===== src/hdl/pci_pkg.sv =====
package pci_pkg;

    // ----------------------------------------------------------------
    // register map (byte addresses, one aligned word each)
    // ----------------------------------------------------------------
    localparam logic [7:0] RISE_EDGE_ENABLE_OFS = 8'h00; // rising edge enables
    localparam logic [7:0] FALL_EDGE_ENABLE_OFS = 8'h04; // falling edge enables
    localparam logic [7:0] EDGE_FLAGS_OFS = 8'h08; // per-pin sticky flags
    localparam logic [7:0] IRQ_CONTROL_OFS = 8'h0C; // master enable, summary flag
    localparam logic [7:0] IRQ_STATUS_OFS = 8'h10; // sticky event status, w1c
    localparam logic [7:0] IRQ_MASK_OFS = 8'h14; // event mask

    // ----------------------------------------------------------------
    // field positions
    // ----------------------------------------------------------------
    localparam int CTRL_MASTER_EN_BIT = 0; // master enable in control word
    localparam int CTRL_SUMMARY_BIT = 1; // summary flag in control word
    localparam int STAT_EDGE_BIT = 0; // any enabled edge seen
    localparam int STAT_WAKE_BIT = 1; // enabled edge seen while asleep with master enable set
    localparam int STAT_WIDTH = 2; // events in status register

    // ----------------------------------------------------------------
    // reset values
    // ----------------------------------------------------------------
    localparam logic [7:0] PIN_REG_RESET = 8'h00; // enables and flags
    localparam logic [STAT_WIDTH-1:0] STAT_RESET = 2'h0; // status and mask
    localparam logic [1:0] RESP_OKAY = 2'b00; // axi okay
    localparam logic [1:0] RESP_SLVERR = 2'b10; // axi slave error

    // ----------------------------------------------------------------
    // carriers
    // ----------------------------------------------------------------
    typedef struct packed {
        logic [7:0] rise; // rising edge enables
        logic [7:0] fall; // falling edge enables
        logic masterEn; // master change-interrupt enable
    } pci_cfg_t;

    typedef enum logic [1:0] {
        PCI_W_IDLE = 2'b00, // waiting for address and data
        PCI_W_RESP = 2'b01 // response pending
    } pci_wstate_t;

endpackage


===== src/hdl/pci_pin_change.sv =====
// Chosen here: the register addresses and the AXI4-Lite register port.
`timescale 1ns/1ps
// Operation
// - per-pin rising detector gated by rise enable
// - falling detected only when fall enable set
// - both enables set detect either direction
// - enabled edge sets sticky pin flag
// - flags set always; request needs master enable
// - summary flag is OR of pin flags
// - software writes zero to clear flag
// - edge during flag write keeps flag set
// - enabled change wakes sleep when master set
// - sleep edge recorded before first instruction
// - enables and flags reset to zero
module pci_pin_change
    import pci_pkg::*;
#(
    parameter int PINS = 8
) (
    input wire logic clock,
    input wire logic rst_n,
    input wire logic [PINS-1:0] pinIn,
    input wire logic sleepActive,
    input wire logic [31:0] s_axi_awaddr,
    input wire logic s_axi_awvalid,
    output logic s_axi_awready,
    input wire logic [31:0] s_axi_wdata,
    input wire logic [3:0] s_axi_wstrb,
    input wire logic s_axi_wvalid,
    output logic s_axi_wready,
    output logic [1:0] s_axi_bresp,
    output logic s_axi_bvalid,
    input wire logic s_axi_bready,
    input wire logic [31:0] s_axi_araddr,
    input wire logic s_axi_arvalid,
    output logic s_axi_arready,
    output logic [31:0] s_axi_rdata,
    output logic [1:0] s_axi_rresp,
    output logic s_axi_rvalid,
    input wire logic s_axi_rready,
    output logic changeIrq_q,
    output logic wakeReq_q,
    output logic irq_q
);

    // ----------------------------------------------------------------
    // pin synchroniser and edge detect
    // ----------------------------------------------------------------
    logic [PINS-1:0] pinMeta_q; // first stage, read only by second
    logic [PINS-1:0] pinSync_q; // second stage
    logic [PINS-1:0] pinPrev_q; // previous synchronised sample
    logic [PINS-1:0] riseSeen; // rising transitions this cycle
    logic [PINS-1:0] fallSeen; // falling transitions this cycle
    logic [PINS-1:0] edgeHit; // enabled edges this cycle
    pci_cfg_t cfg_q; // software configuration
    logic [PINS-1:0] pinFlags_q; // sticky per-pin flags
    logic [PINS-1:0] pinFlags_d; // next flags
    logic [STAT_WIDTH-1:0] irqStat_q; // sticky event status
    logic [STAT_WIDTH-1:0] irqMask_q; // event mask
    logic summaryFlag; // OR of pin flags

    // two-flop sync then sample history
    always_ff @(posedge clock or negedge rst_n) begin
        if (!rst_n) begin
            pinMeta_q <= '0;
            pinSync_q <= '0;
            pinPrev_q <= '0;
        end else begin
            pinMeta_q <= pinIn;
            pinSync_q <= pinMeta_q;
            pinPrev_q <= pinSync_q;
        end
    end

    // compare current sample with previous
    assign riseSeen = pinSync_q & ~pinPrev_q;
    assign fallSeen = ~pinSync_q & pinPrev_q;
    // either enable may fire; both set gives both directions
    assign edgeHit = (riseSeen & cfg_q.rise[PINS-1:0])
        | (fallSeen & cfg_q.fall[PINS-1:0]);
    assign summaryFlag = |pinFlags_q;

    // ----------------------------------------------------------------
    // axi4-lite write channel
    // ----------------------------------------------------------------
    pci_wstate_t wState_q; // write state
    logic [7:0] wAddr_q; // latched write address
    logic [31:0] wData_q; // latched write data
    logic [3:0] wStrb_q; // latched strobes
    logic haveAddr_q; // address captured
    logic haveData_q; // data captured
    logic wrFire; // registers written this cycle
    logic wrLane0; // low byte lane enabled

    assign wrFire = (wState_q == PCI_W_IDLE) && haveAddr_q && haveData_q;
    assign wrLane0 = wStrb_q[0];

    // take address and data in either order, then answer
    always_ff @(posedge clock or negedge rst_n) begin
        if (!rst_n) begin
            wState_q <= PCI_W_IDLE;
            wAddr_q <= 8'h00;
            wData_q <= 32'h0000_0000;
            wStrb_q <= 4'h0;
            haveAddr_q <= 1'b0;
            haveData_q <= 1'b0;
            s_axi_awready <= 1'b0;
            s_axi_wready <= 1'b0;
            s_axi_bvalid <= 1'b0;
            s_axi_bresp <= RESP_OKAY;
        end else begin
            s_axi_awready <= 1'b0;
            s_axi_wready <= 1'b0;
            unique case (wState_q)
                PCI_W_IDLE: begin
                    // address accept
                    if (s_axi_awvalid && !haveAddr_q && !s_axi_awready) begin
                        s_axi_awready <= 1'b1;
                        wAddr_q <= s_axi_awaddr[7:0];
                        haveAddr_q <= 1'b1;
                    end
                    // data accept
                    if (s_axi_wvalid && !haveData_q && !s_axi_wready) begin
                        s_axi_wready <= 1'b1;
                        wData_q <= s_axi_wdata;
                        wStrb_q <= s_axi_wstrb;
                        haveData_q <= 1'b1;
                    end
                    // both held: write lands, response next
                    if (wrFire) begin
                        haveAddr_q <= 1'b0;
                        haveData_q <= 1'b0;
                        s_axi_bvalid <= 1'b1;
                        wState_q <= PCI_W_RESP;
                        s_axi_bresp <= (wAddr_q <= IRQ_MASK_OFS && wAddr_q[1:0] == 2'b00)
                            ? RESP_OKAY : RESP_SLVERR;
                    end
                end
                PCI_W_RESP: begin
                    // hold response until taken
                    if (s_axi_bready) begin
                        s_axi_bvalid <= 1'b0;
                        wState_q <= PCI_W_IDLE;
                    end
                end
            endcase
        end
    end

    // ----------------------------------------------------------------
    // configuration registers
    // ----------------------------------------------------------------
    always_ff @(posedge clock or negedge rst_n) begin
        if (!rst_n) begin
            cfg_q.rise <= PIN_REG_RESET;
            cfg_q.fall <= PIN_REG_RESET;
            cfg_q.masterEn <= 1'b0;
            irqMask_q <= STAT_RESET;
        end else if (wrFire && wrLane0) begin
            unique case (wAddr_q)
                RISE_EDGE_ENABLE_OFS: cfg_q.rise <= wData_q[7:0];
                FALL_EDGE_ENABLE_OFS: cfg_q.fall <= wData_q[7:0];
                IRQ_CONTROL_OFS: cfg_q.masterEn <= wData_q[CTRL_MASTER_EN_BIT];
                IRQ_MASK_OFS: irqMask_q <= wData_q[STAT_WIDTH-1:0];
                default: begin
                    // flags and status handled elsewhere
                end
            endcase
        end
    end

    // ----------------------------------------------------------------
    // per-pin flags: software writes, hardware set wins
    // ----------------------------------------------------------------
    always_comb begin
        pinFlags_d = pinFlags_q;
        if (wrFire && wrLane0 && wAddr_q == EDGE_FLAGS_OFS) begin
            pinFlags_d = wData_q[PINS-1:0];
        end
        pinFlags_d = pinFlags_d | edgeHit;
    end

    always_ff @(posedge clock or negedge rst_n) begin
        if (!rst_n) begin
            pinFlags_q <= '0;
        end else begin
            pinFlags_q <= pinFlags_d;
        end
    end

    // ----------------------------------------------------------------
    // request, wake and interrupt status
    // ----------------------------------------------------------------
    logic [STAT_WIDTH-1:0] statSet; // events this cycle
    logic statClr; // w1c write this cycle

    // edge and wake events this cycle, one driver for the whole vector
    always_comb begin
        statSet = '0;
        statSet[STAT_EDGE_BIT] = |edgeHit;
        statSet[STAT_WAKE_BIT] = sleepActive && cfg_q.masterEn && (|edgeHit);
    end
    assign statClr = wrFire && wrLane0 && wAddr_q == IRQ_STATUS_OFS;

    // request and wake levels, registered
    always_ff @(posedge clock or negedge rst_n) begin
        if (!rst_n) begin
            changeIrq_q <= 1'b0;
            wakeReq_q <= 1'b0;
            irq_q <= 1'b0;
            irqStat_q <= STAT_RESET;
        end else begin
            changeIrq_q <= cfg_q.masterEn && (|pinFlags_d);
            wakeReq_q <= sleepActive && cfg_q.masterEn && (|pinFlags_d);
            // set wins over write-one clear
            if (statClr) begin
                irqStat_q <= (irqStat_q & ~wData_q[STAT_WIDTH-1:0]) | statSet;
            end else begin
                irqStat_q <= irqStat_q | statSet;
            end
            irq_q <= |(irqMask_q & ((statClr ? irqStat_q & ~wData_q[STAT_WIDTH-1:0]
                : irqStat_q) | statSet));
        end
    end

    // ----------------------------------------------------------------
    // axi4-lite read channel
    // ----------------------------------------------------------------
    logic [31:0] rdWord; // decoded read value
    logic rdOk; // mapped address

    always_comb begin
        rdWord = 32'h0000_0000;
        rdOk = 1'b1;
        unique case (s_axi_araddr[7:0])
            RISE_EDGE_ENABLE_OFS: rdWord[7:0] = cfg_q.rise;
            FALL_EDGE_ENABLE_OFS: rdWord[7:0] = cfg_q.fall;
            EDGE_FLAGS_OFS: rdWord[PINS-1:0] = pinFlags_q;
            IRQ_CONTROL_OFS: begin
                rdWord[CTRL_MASTER_EN_BIT] = cfg_q.masterEn;
                rdWord[CTRL_SUMMARY_BIT] = summaryFlag;
            end
            IRQ_STATUS_OFS: rdWord[STAT_WIDTH-1:0] = irqStat_q;
            IRQ_MASK_OFS: rdWord[STAT_WIDTH-1:0] = irqMask_q;
            default: rdOk = 1'b0;
        endcase
        if (s_axi_araddr[31:8] != 24'h00_0000) begin
            rdOk = 1'b0;
            rdWord = 32'h0000_0000;
        end
    end

    // one read at a time; data only after the address handshake has completed
    always_ff @(posedge clock or negedge rst_n) begin
        if (!rst_n) begin
            s_axi_arready <= 1'b0;
            s_axi_rvalid <= 1'b0;
            s_axi_rdata <= 32'h0000_0000;
            s_axi_rresp <= RESP_OKAY;
        end else begin
            s_axi_arready <= 1'b0;
            if (s_axi_rvalid) begin
                if (s_axi_rready) begin
                    s_axi_rvalid <= 1'b0;
                end
            end else if (s_axi_arready) begin
                // address taken at this edge, answer follows
                s_axi_rvalid <= 1'b1;
            end else if (s_axi_arvalid) begin
                s_axi_arready <= 1'b1;
                s_axi_rdata <= rdWord;
                s_axi_rresp <= rdOk ? RESP_OKAY : RESP_SLVERR;
            end
        end
    end
endmodule


===== config.mk =====
export PLATFORM = sky130hd
export DESIGN_NAME = pci_pin_change
export DESIGN_NICKNAME = d
export VERILOG_FILES = /design/src/hdl/pci_pkg.sv /design/src/hdl/pci_pin_change.sv
export SDC_FILE = /design/constraint.sdc
export NUM_CORES = 1
export LEC_CHECK = 0
export ABC_AREA = 0
export BUFFER_PORTS_ARGS = -buffer_cell sky130_fd_sc_hd__buf_2
export CAP_MARGIN = 20
export CELL_PAD_IN_SITES_DETAIL_PLACEMENT = 0
export CELL_PAD_IN_SITES_GLOBAL_PLACEMENT = 2
export CORE_MARGIN = 5
export CORE_UTILIZATION = 31
export DETAILED_ROUTE_END_ITERATION = 12
export PLACE_DENSITY_LB_ADDON = 0.1
export SLEW_MARGIN = 20
export SYNTH_ARGS = -nofsm -noshare
export SYNTH_HDL_FRONTEND = slang
export SYNTH_SLANG_ARGS = --single-unit
export TNS_END_PERCENT = 20

===== constraint.sdc =====
create_clock -name clock -period 4.5 [get_ports clock]
set_clock_uncertainty 0.1 [all_clocks]
set_input_delay 1.125 -clock clock [delete_from_list [all_inputs] [get_ports clock]]
set_output_delay 1.125 -clock clock [all_outputs]
set_load 0.01 [all_outputs]

Yosys cells after proc, flatten, opt, wreduce, memory -nomap -nowiden. Index checks and enable logic that the tools add are counted.

Flip-flop bits (word level): 118. Output and inout port bits: 44. Input port bits: 116. Word-level logic and storage cells: 127.

Bitwise gates (word level): 16. Order comparisons: 1. Equal/unequal tests: 13. Multiplexer cells: 30. Reductions and logical operators: 41.

Operator list (count): $and A8 B8 Y8 (4); $eq A8 B4 Y1 const B (4); $eq A8 B5 Y1 const B (4); $reduce_bool A24 Y1 (1); $reduce_or A8 Y1 (3); $reduce_and A2 Y1 (10); $mux W1 (18); $pmux W6 S3 (1); $eq A8 B3 Y1 const B (2); $logic_not A8 Y1 (2); $mux W8 (2); $not A8 Y8 (2); $or A8 B8 Y8 (2); $logic_and A1 B1 Y1 (14); $mux W2 (6); $pmux W2 S6 (1); $le A8 B5 Y1 const B (1); $or A2 B2 Y2 (3); $reduce_or A6 Y1 (1); $and A2 B2 Y2 (2); $logic_not A1 Y1 (4); $logic_not A2 Y1 (2); $ne A2 B2 Y1 const B (2); $pmux W2 S2 (1); 7 further kinds (9).

Logic depth before layout (Yosys ltp). Gate-level depths: netlist of the first run.

Depth after elaboration: 9. Mapped depth: 7. Gate-level depth less buffers: 7.

Worst setup path before layout of the first run. Ideal clock, no wire load.

Path kind: input -> register. From: in s_axi_wvalid. To: reg wData_q[7]. Data arrival time: 2085 ps. Setup time: 128 ps. Stages on the path: 3. Path slack: 2188 ps. Cells stage by stage: nor4b_2 > buf_2 > mux2_1.

Cells in the longest elaborated chain, start to end: 3.

RTL lines: start: declaration (line pci_pin_change.sv:29) `input wire logic s_axi_wvalid,`; $logic_and A1 B1 Y1 (2 in a row) (line pci_pin_change.sv:123) `if (s_axi_wvalid && !haveData_q && !s_axi_wready) begin`; $reduce_and A2 Y1 (no line); end signal: assignment (line pci_pin_change.sv:125) `wData_q <= s_axi_wdata;`; end: declaration (line pci_pin_change.sv:88) `logic [31:0] wData_q;`.

No other way between the ends. A chain may end at the register's enable or synchronous reset.

Worst setup path in the final report of the first run.
From: reg wAddr_q[1]. To: reg wakeReq_q.

Cells in the longest elaborated chain, start to end: 6.

RTL lines: start: declaration (line pci_pin_change.sv:87) `logic [7:0] wAddr_q;`; start signal: assignment (line pci_pin_change.sv:119) `wAddr_q <= s_axi_awaddr[7:0];`; $eq A8 B4 Y1 (line pci_pin_change.sv:177) `if (wrFire && wrLane0 && wAddr_q == EDGE_FLAGS_OFS) begin`; $logic_and A1 B1 Y1 (line pci_pin_change.sv:177); $mux W8 (line pci_pin_change.sv:177); $or A8 B8 Y8 (line pci_pin_change.sv:180) `pinFlags_d = pinFlags_d | edgeHit;`; named net pinFlags_d[4] (line pci_pin_change.sv:57) `logic [PINS-1:0] pinFlags_d;`; $reduce_or A8 Y1 (line pci_pin_change.sv:214) `wakeReq_q <= sleepActive && cfg_q.masterEn && (|pinFlags_d);`; $logic_and A1 B1 Y1 (line pci_pin_change.sv:214); end signal: assignment (line pci_pin_change.sv:214); end: declaration (line pci_pin_change.sv:42) `output logic wakeReq_q,`.

The timed path passes the listed nets, and every way through them passes these cells.

==> key figures, run 1 <==
Clocking
  • Post-CTS setup buffer count: 0
  • Root Driver: clkbuf_16
  • Clock latency on the worst-skew pair: 0.34 ns
  • Reg clk slew, reported paths: 0.06 ns
  • Clock Sinks: 90
  • CTS tree: built
  • CTS Hold Bufs: 0
  • CTS Buf Count: 9
  • Clk buf depth: 2
  • PostCTS Resize Cnt: 0
  • H-Tree Level Count: 3

Routing
  • DRT iter0 DRCs: 112
  • DRC: 0
  • Vias per cell: 4.625
  • Via count: 2738
  • WL/cell: 15.47 µm
  • Router iterations before antenna repair: 5
  • Routed Antenna Nets: 0
  • Post-Route WL: 9157 µm

Critical path
  • Crit path DAT: 2.36 ns
  • Crit-path cells: nor4b_4 > nand3_2 > a211o_1 > nor4_2 > a21oi_1
  • Critical R2R Capture: wakeReq_q$_DFF_PN0_
  • Critical Path RT: 4.60 ns
  • WS Path Type: reg2reg
  • Reg2Reg Depth: 5
  • Slowest stage delay, CP: 0.44 ns
  • Startpoint types: flop
  • Critical Path Fanout Max: 11
  • Critical path's slowest cell: dfrtp_1
  • R2R setup slack: 2.25 ns
  • Endpoint class of the critical path: flop
  • Reg2reg start: wAddr_q[1]$_DFFE_PN0P_

Placement
  • Placed Cells: 578
  • Setup slack at placement: 1.814 ns
  • Dpl cell area: 4390 µm²
  • Gpl congestion: 0.7582
  • Detailed placement HPWL: 6771 µm
  • IO buf count: 82

Timing
  • Setup WS post-layout: 2.246 ns
  • Final Hold Vio Count: 0
  • Fmax: 443.7 MHz
  • Final-report setup violation count: 0
  • Max Slew Vio Count: 0
  • Unrepaired setup endpoints after global routing: false
  • Slew @ Worst Pin: 0.9262 ns
  • Headroom to the max-slew limit: 38.26%
  • Sum of negative setup slack: 0 ns
  • Final period util: 50.09%
  • Final min period: 2.254 ns

Synth
  • Synth top area share: 57.99%
  • Cell area after synthesis: 3884 µm²
  • Synth area leader: dfrtp_1
  • Ys flop type: dfrtp_1
  • Synth top area cells: dfrtp_1 (58%), mux2_1 (7.2%), buf_4 (5.0%)
  • Unique cell type count in the Yosys netlist: 47
  • Syn avg cell area: 11.59 µm²
  • Number of synthesized register bits: 90
  • Mapped Cells: 335
  • Synthesis Warnings: 0
  • Number of flops mapped to enable cells by yosys: 0
  • Register area share after synthesis: 57.99%
  • Ys async rst share: 100.0%

Layout
  • Filler cells: 1234
  • Diode count: 0
  • Post-route cell area: 4722 µm²
  • Area occupied by multi-input gates: 1486 µm²
  • Area grow syn2layout: 21.59%
  • Non-filler cells, final: 592
  • FF+latch area: 2252 µm²
  • Layout cell share with drive strength beyond 1: 24.76%
  • Nets: 537

Worst hold path
  • Min-delay src: pinMeta_q[2]$_DFF_PN0_
  • WHS Endpoint: pinSync_q[2]$_DFF_PN0_
  • Hold Crit Depth: 0
  • Hold Path Class: reg2reg

Power and ir drop
  • Cell Pwr Density: 527.7 nW/µm²
  • Leakage: 2.305 nW
  • Peak VDD IR: 0.3109 mV
  • Power, Total: 2.492 mW

Global route
  • Grt total ovfl: 0
  • Largest net degree at the start of global routing: 75
  • GRT Total Usage: 12.88%
  • First-pass GRT wire length: 14660 µm
  • Vias in the first global route: 2827
  • Initial antenna violation count: 0

Run status
  • Status: finished, final reports clean

Floorplan
  • Die Span Y: 121.9 µm
  • Starting Density: 31.93%
  • Die Area: 14870 µm²
  • Num rows: 40
  • IO Pins: 160
  • DIE WIDTH: 121.9 µm
  • CORE AREA: 12160 µm²

Flow run
  • Max-Cap Viols: 0
critical path, delay by kind of cell, from the launching register on:
kind | cells | cell delay (ns)
flops | 1 | 0.44
simple gates | 3 | 1.03
compound gates | 2 | 0.55
sequential cells by signal, indices dropped and copies added, names as in the netlist, 2 cells and up:
name         count
pinPrev_q        8
wAddr_q          8
pinFlags_q       8
pinMeta_q        8
irqStat_q        2
s_axi_rdata      8
pinSync_q        8
irqMask_q        2
wData_q          8
cfg_q           17
cell usage in the layout (no fill, tap or decap), types with 3 or more instances in the layout:
master	synthesis	final
inv_1	4	4
buf_2	5	81
nand3_1	4	4
dfrtp_1	90	90
and3_1	3	3
nor2_1	14	14
conb_1	1	26
bufinv_16	0	3
o21ai_1	26	26
mux2i_1	13	13
nor3_1	5	5
a21oi_1	12	12
nor4_1	8	8
nand2_1	40	40
a21o_1	6	6
buf_4	26	3
o21a_1	4	4
clkbuf_16	0	9
nand3b_1	8	8
mux2_1	25	25
area by class of cell:
class | instances | area share, %
Multi-Input combinational cell | 230 | 31.48
Timing Repair Buffer | 84 | 9.062
Clock buffer | 11 | 4.928
Clock inverter | 3 | 1.908
Tap cell | 168 | 4.452
Inverter | 6 | 0.4769
Sequential cell | 90 | 47.69
metal layers:
| metal | global-route usage, % | part of all wire [%] |
|---|---|---|
| met1 | 17.19 | 47 |
| met2 | 19.51 | 44 |
| met3 | 4.782 | 8.2 |
| met4 | 3.992 | 1.2 |
| met5 | 0 | 0 |
worst max-delay path by stage:
stage / startpoint / endpoint / slack [ns]
2_1_floorplan: s_axi_wvalid / wData_q[7]$_DFFE_PN0P_ / 2.19
3_3_place_gp: s_axi_awvalid / wAddr_q[7]$_DFFE_PN0P_ / 1.82
3_5_place_dp: s_axi_awvalid / wAddr_q[1]$_DFFE_PN0P_ / 1.81
4_1_cts: s_axi_awvalid / wAddr_q[1]$_DFFE_PN0P_ / 2.18
5_1_grt: wAddr_q[1]$_DFFE_PN0P_ / changeIrq_q$_DFF_PN0_ / 2.06
6_report: wAddr_q[1]$_DFFE_PN0P_ / wakeReq_q$_DFF_PN0_ / 2.25
per-stage QoR:
step,util (%),hold WS (ns)
floorplan,-,0.2312
global placement,36.10,0.2315
detailed placement,36.10,0.2347
CTS,38.76,0.2488
global route,38.83,0.2639
finish,38.83,0.2469
power breakdown:
part	leakage (nW)	internal [mW]	switching, mW
Clock	0.156	0.537	0.294
Sequential	1.14	0.983	0.181
Combinational	1.01	0.230	0.268
cells in the mapped netlist, types with 5 or more instances:
master and count:
mux2_1 25, nor2_1 14, buf_2 5, dfrtp_1 90, a21o_1 6, mux2i_1 13
o21ai_1 26, buf_4 26, nand2_1 40, a21oi_1 12, nand3b_1 8, nor3_1 5
nor4_1 8
logic make-up (layout without fill, tap and decap cells):
kind of cell,count (synthesis),after routing,share of synthesized area [%]
AOI/OAI and AO/OA,67,67,10.66
and+or+nand+nor,99,99,14.11
muxes,38,38,10.60
DFF,90,90,57.99
other,1,26,0.09656
buffers and inverters,40,104,6.540
No activity file was read; power rests on OpenSTA's default activity.
==> inputs of run 2 (changes only) <==
Settings changed: ABC_AREA 0 to 1, CORE_UTILIZATION 31 to 27.
Clock period 4.5 ns to 2.1 ns, I/O delays scaled along.
==> key figures, run 2 <==
Clocking
  • Clock Sinks: 90
  • H-Tree Level Count: 3
  • PostCTS Resize Cnt: 0
  • Clock latency on the worst-skew pair: 0.34 ns
  • Root Driver: clkbuf_16
  • Clk buf depth: 2
  • CTS Hold Bufs: 0
  • Post-CTS setup buffer count: 0
  • CTS Buf Count: 9
  • Reg clk slew, reported paths: 0.06 ns
  • CTS tree: built

Routing
  • Via count: 3146
  • Routed Antenna Nets: 0
  • DRT iter0 DRCs: 127
  • DRC: 0
  • Vias per cell: 4.161
  • Router iterations before antenna repair: 4
  • Post-Route WL: 10000 µm
  • WL/cell: 13.23 µm

Timing
  • Worst Hold Slack: 0.01168 ns
  • Sum of negative setup slack: 0 ns
  • Final-report setup violation count: 0
  • Unrepaired setup endpoints after global routing: false
  • Fmax: 550.3 MHz
  • Max Slew Vio Count: 0
  • Final Hold Vio Count: 0
  • Final period util: 86.53%
  • Final min period: 1.817 ns

Critical path
  • Critical Path RT: 2.22 ns
  • Critical Path Fanout Max: 8
  • Buf+Inv Stages, Crit Path: 1
  • Critical path's slowest cell: dfrtp_1
  • Cell family with most CP delay: simple AND/OR/NAND/NOR gates
  • Crit path DAT: 1.94 ns
  • R2R setup slack: 0.28 ns
  • Endpoint class of the critical path: flop
  • Slowest stage delay, CP: 0.39 ns
  • Crit-path cells: inv_2 > nand3_2 > nor2_4 > nand2_4 > nand2_1 > nand3_1 > nor2_1 > nand2_1 > nor2_1 > nor2_1
  • Critical Path Most Common Cell: nor2_1
  • Startpoint types: flop
  • WS Path Type: reg2reg

Synth
  • Ys flop type: dfrtp_1
  • Unique cell type count in the Yosys netlist: 28
  • Number of flops mapped to enable cells by yosys: 0
  • Synth top area share: 56.59%
  • Number of synthesized register bits: 90
  • Mapped Cells: 468
  • Post-synth top cells: nand2_1 (140), dfrtp_1 (90), nor2_1 (52), inv_1 (37)
  • Cell with the most instances after synthesis: nand2_1
  • Register area share after synthesis: 56.59%
  • Syn avg cell area: 8.504 µm²
  • Synth top area cells: dfrtp_1 (57%), nand2_1 (13%), buf_4 (5.1%)
  • Synthesis Warnings: 0
  • Cell area after synthesis: 3980 µm²
  • Synth area leader: dfrtp_1
  • Ys async rst share: 100.0%

Layout
  • Diode count: 0
  • Post-route cell area: 4971 µm²
  • Nets: 683
  • Reg with most FFs: cfg_q
  • Final core utilization: 34.33%
  • Most frequent cells in the layout: nand2_1 (140), dfrtp_1 (90), buf_2 (81)
  • Commonest non-fill, non-tap cell in the layout: nand2_1
  • Layout cell share with drive strength beyond 1: 22.20%
  • Area grow syn2layout: 24.90%
  • Max reg flops: 17
  • Non-filler cells, final: 756

Placement
  • Detailed placement HPWL: 7619 µm
  • IO buf count: 82
  • Gpl congestion: 0.7351
  • Dpl cell area: 4651 µm²
  • Placed Cells: 740

Floorplan
  • Num rows: 44
  • Die Area: 17270 µm²
  • Die Span Y: 131.4 µm
  • CORE AREA: 14480 µm²
  • Starting Density: 27.49%
  • DIE WIDTH: 131.4 µm
  • IO Pins: 160

Run status
  • Status: finished, final reports clean

Flow run
  • Max-Cap Viols: 0

Power and ir drop
  • Cell Pwr Density: 1070 nW/µm²
  • Peak VDD IR: 0.4530 mV
  • Leakage: 2.540 nW

Global route
  • Grt total ovfl: 0
  • Largest net degree at the start of global routing: 29
  • First-pass GRT wire length: 16400 µm
  • Vias in the first global route: 3151
  • Initial antenna violation count: 0
  • GRT Total Usage: 11.88%

Worst hold path
  • Hold Path Class: in2async
-- run 2: cell count changes after synthesis, sizes merged, moves of 8 or more --
| cell | before | now |
|---|---|---|
| inv | 6 | 40 |
| mux2 | 25 | 0 |
| mux2i | 13 | 0 |
| nand2 | 40 | 143 |
| nand3 | 5 | 36 |
| nand3b | 8 | 0 |
| nor2 | 14 | 58 |
| o21ai | 27 | 41 |
-- run 2: logic make-up (layout without fill, tap and decap cells) --
family                 after synthesis  in the layout  share of synthesized area, %
AOI/OAI and AO/OA                   51             51                         6.602
buffers and inverters               74            153                         9.556
and+or+nand+nor                    252            252                         27.16
DFF                                 90             90                         56.59
other                                1             26                       0.09422
-- run 2: worst register-to-register path: stages (launching register included) --
cell and delay [ns]:
dfrtp_1 0.39, inv_2 0.08, nand3_2 0.14, nor2_4 0.22, nand2_4 0.12, nand2_1 0.07, nand3_1 0.08, nor2_1 0.15
nand2_1 0.06, nor2_1 0.22, nor2_1 0.07
-- run 2: final timing paths --
kind / from / to / depth (start not counted)
max: s_axi_bvalid$_DFFE_PN0P_ / changeIrq_q$_DFF_PN0_ / 10
min: rst_n / pinMeta_q[6]$_DFF_PN0_ / 1
max reg2reg: s_axi_bvalid$_DFFE_PN0P_ / changeIrq_q$_DFF_PN0_ / 10
min reg2reg: pinMeta_q[3]$_DFF_PN0_ / pinSync_q[3]$_DFF_PN0_ / 0
max in group asynchronous: rst_n / wAddr_q[3]$_DFFE_PN0P_ / 2
min in group clock: pinIn[7] / pinMeta_q[7]$_DFF_PN0_ / 1
-- run 2: per-stage QoR --
stage | power [mW] | worst slack [ns]
3_3_place_gp | 3.626 | 0.06842
6_report | 5.321 | 0.2829
3_5_place_dp | 3.643 | 0.08424
4_1_cts | 5.414 | 0.1851
5_1_grt | 5.699 | 0.03243
2_1_floorplan | 3.199 | 0.4711
-- run 2: final cells by class --
type / instances / area [µm²]
clock buffer: 11 / 242.7
clock inverter: 5 / 77.57
fill: 1549 / 9508
inverter: 41 / 153.9
multi-input combinational: 329 / 1446
sequential: 90 / 2252
tap: 184 / 230.2
timing repair buffer: 96 / 568.0
-- run 2: report_power, final --
part / internal [mW] / leakage [nW] / switching (mW)
clock network: 1.07 / 0.156 / 0.668
logic: 0.409 / 1.26 / 0.768
registers: 2.14 / 1.13 / 0.268
-- run 2: layer usage --
metal	track usage, %	part of all wire [%]	vias to the layer above
met5	0	0	-
met1	16.08	49	1404
met4	5.486	2.1	0
met3	3.517	7.7	12
li1	-	-	1632
met2	17.52	42	98
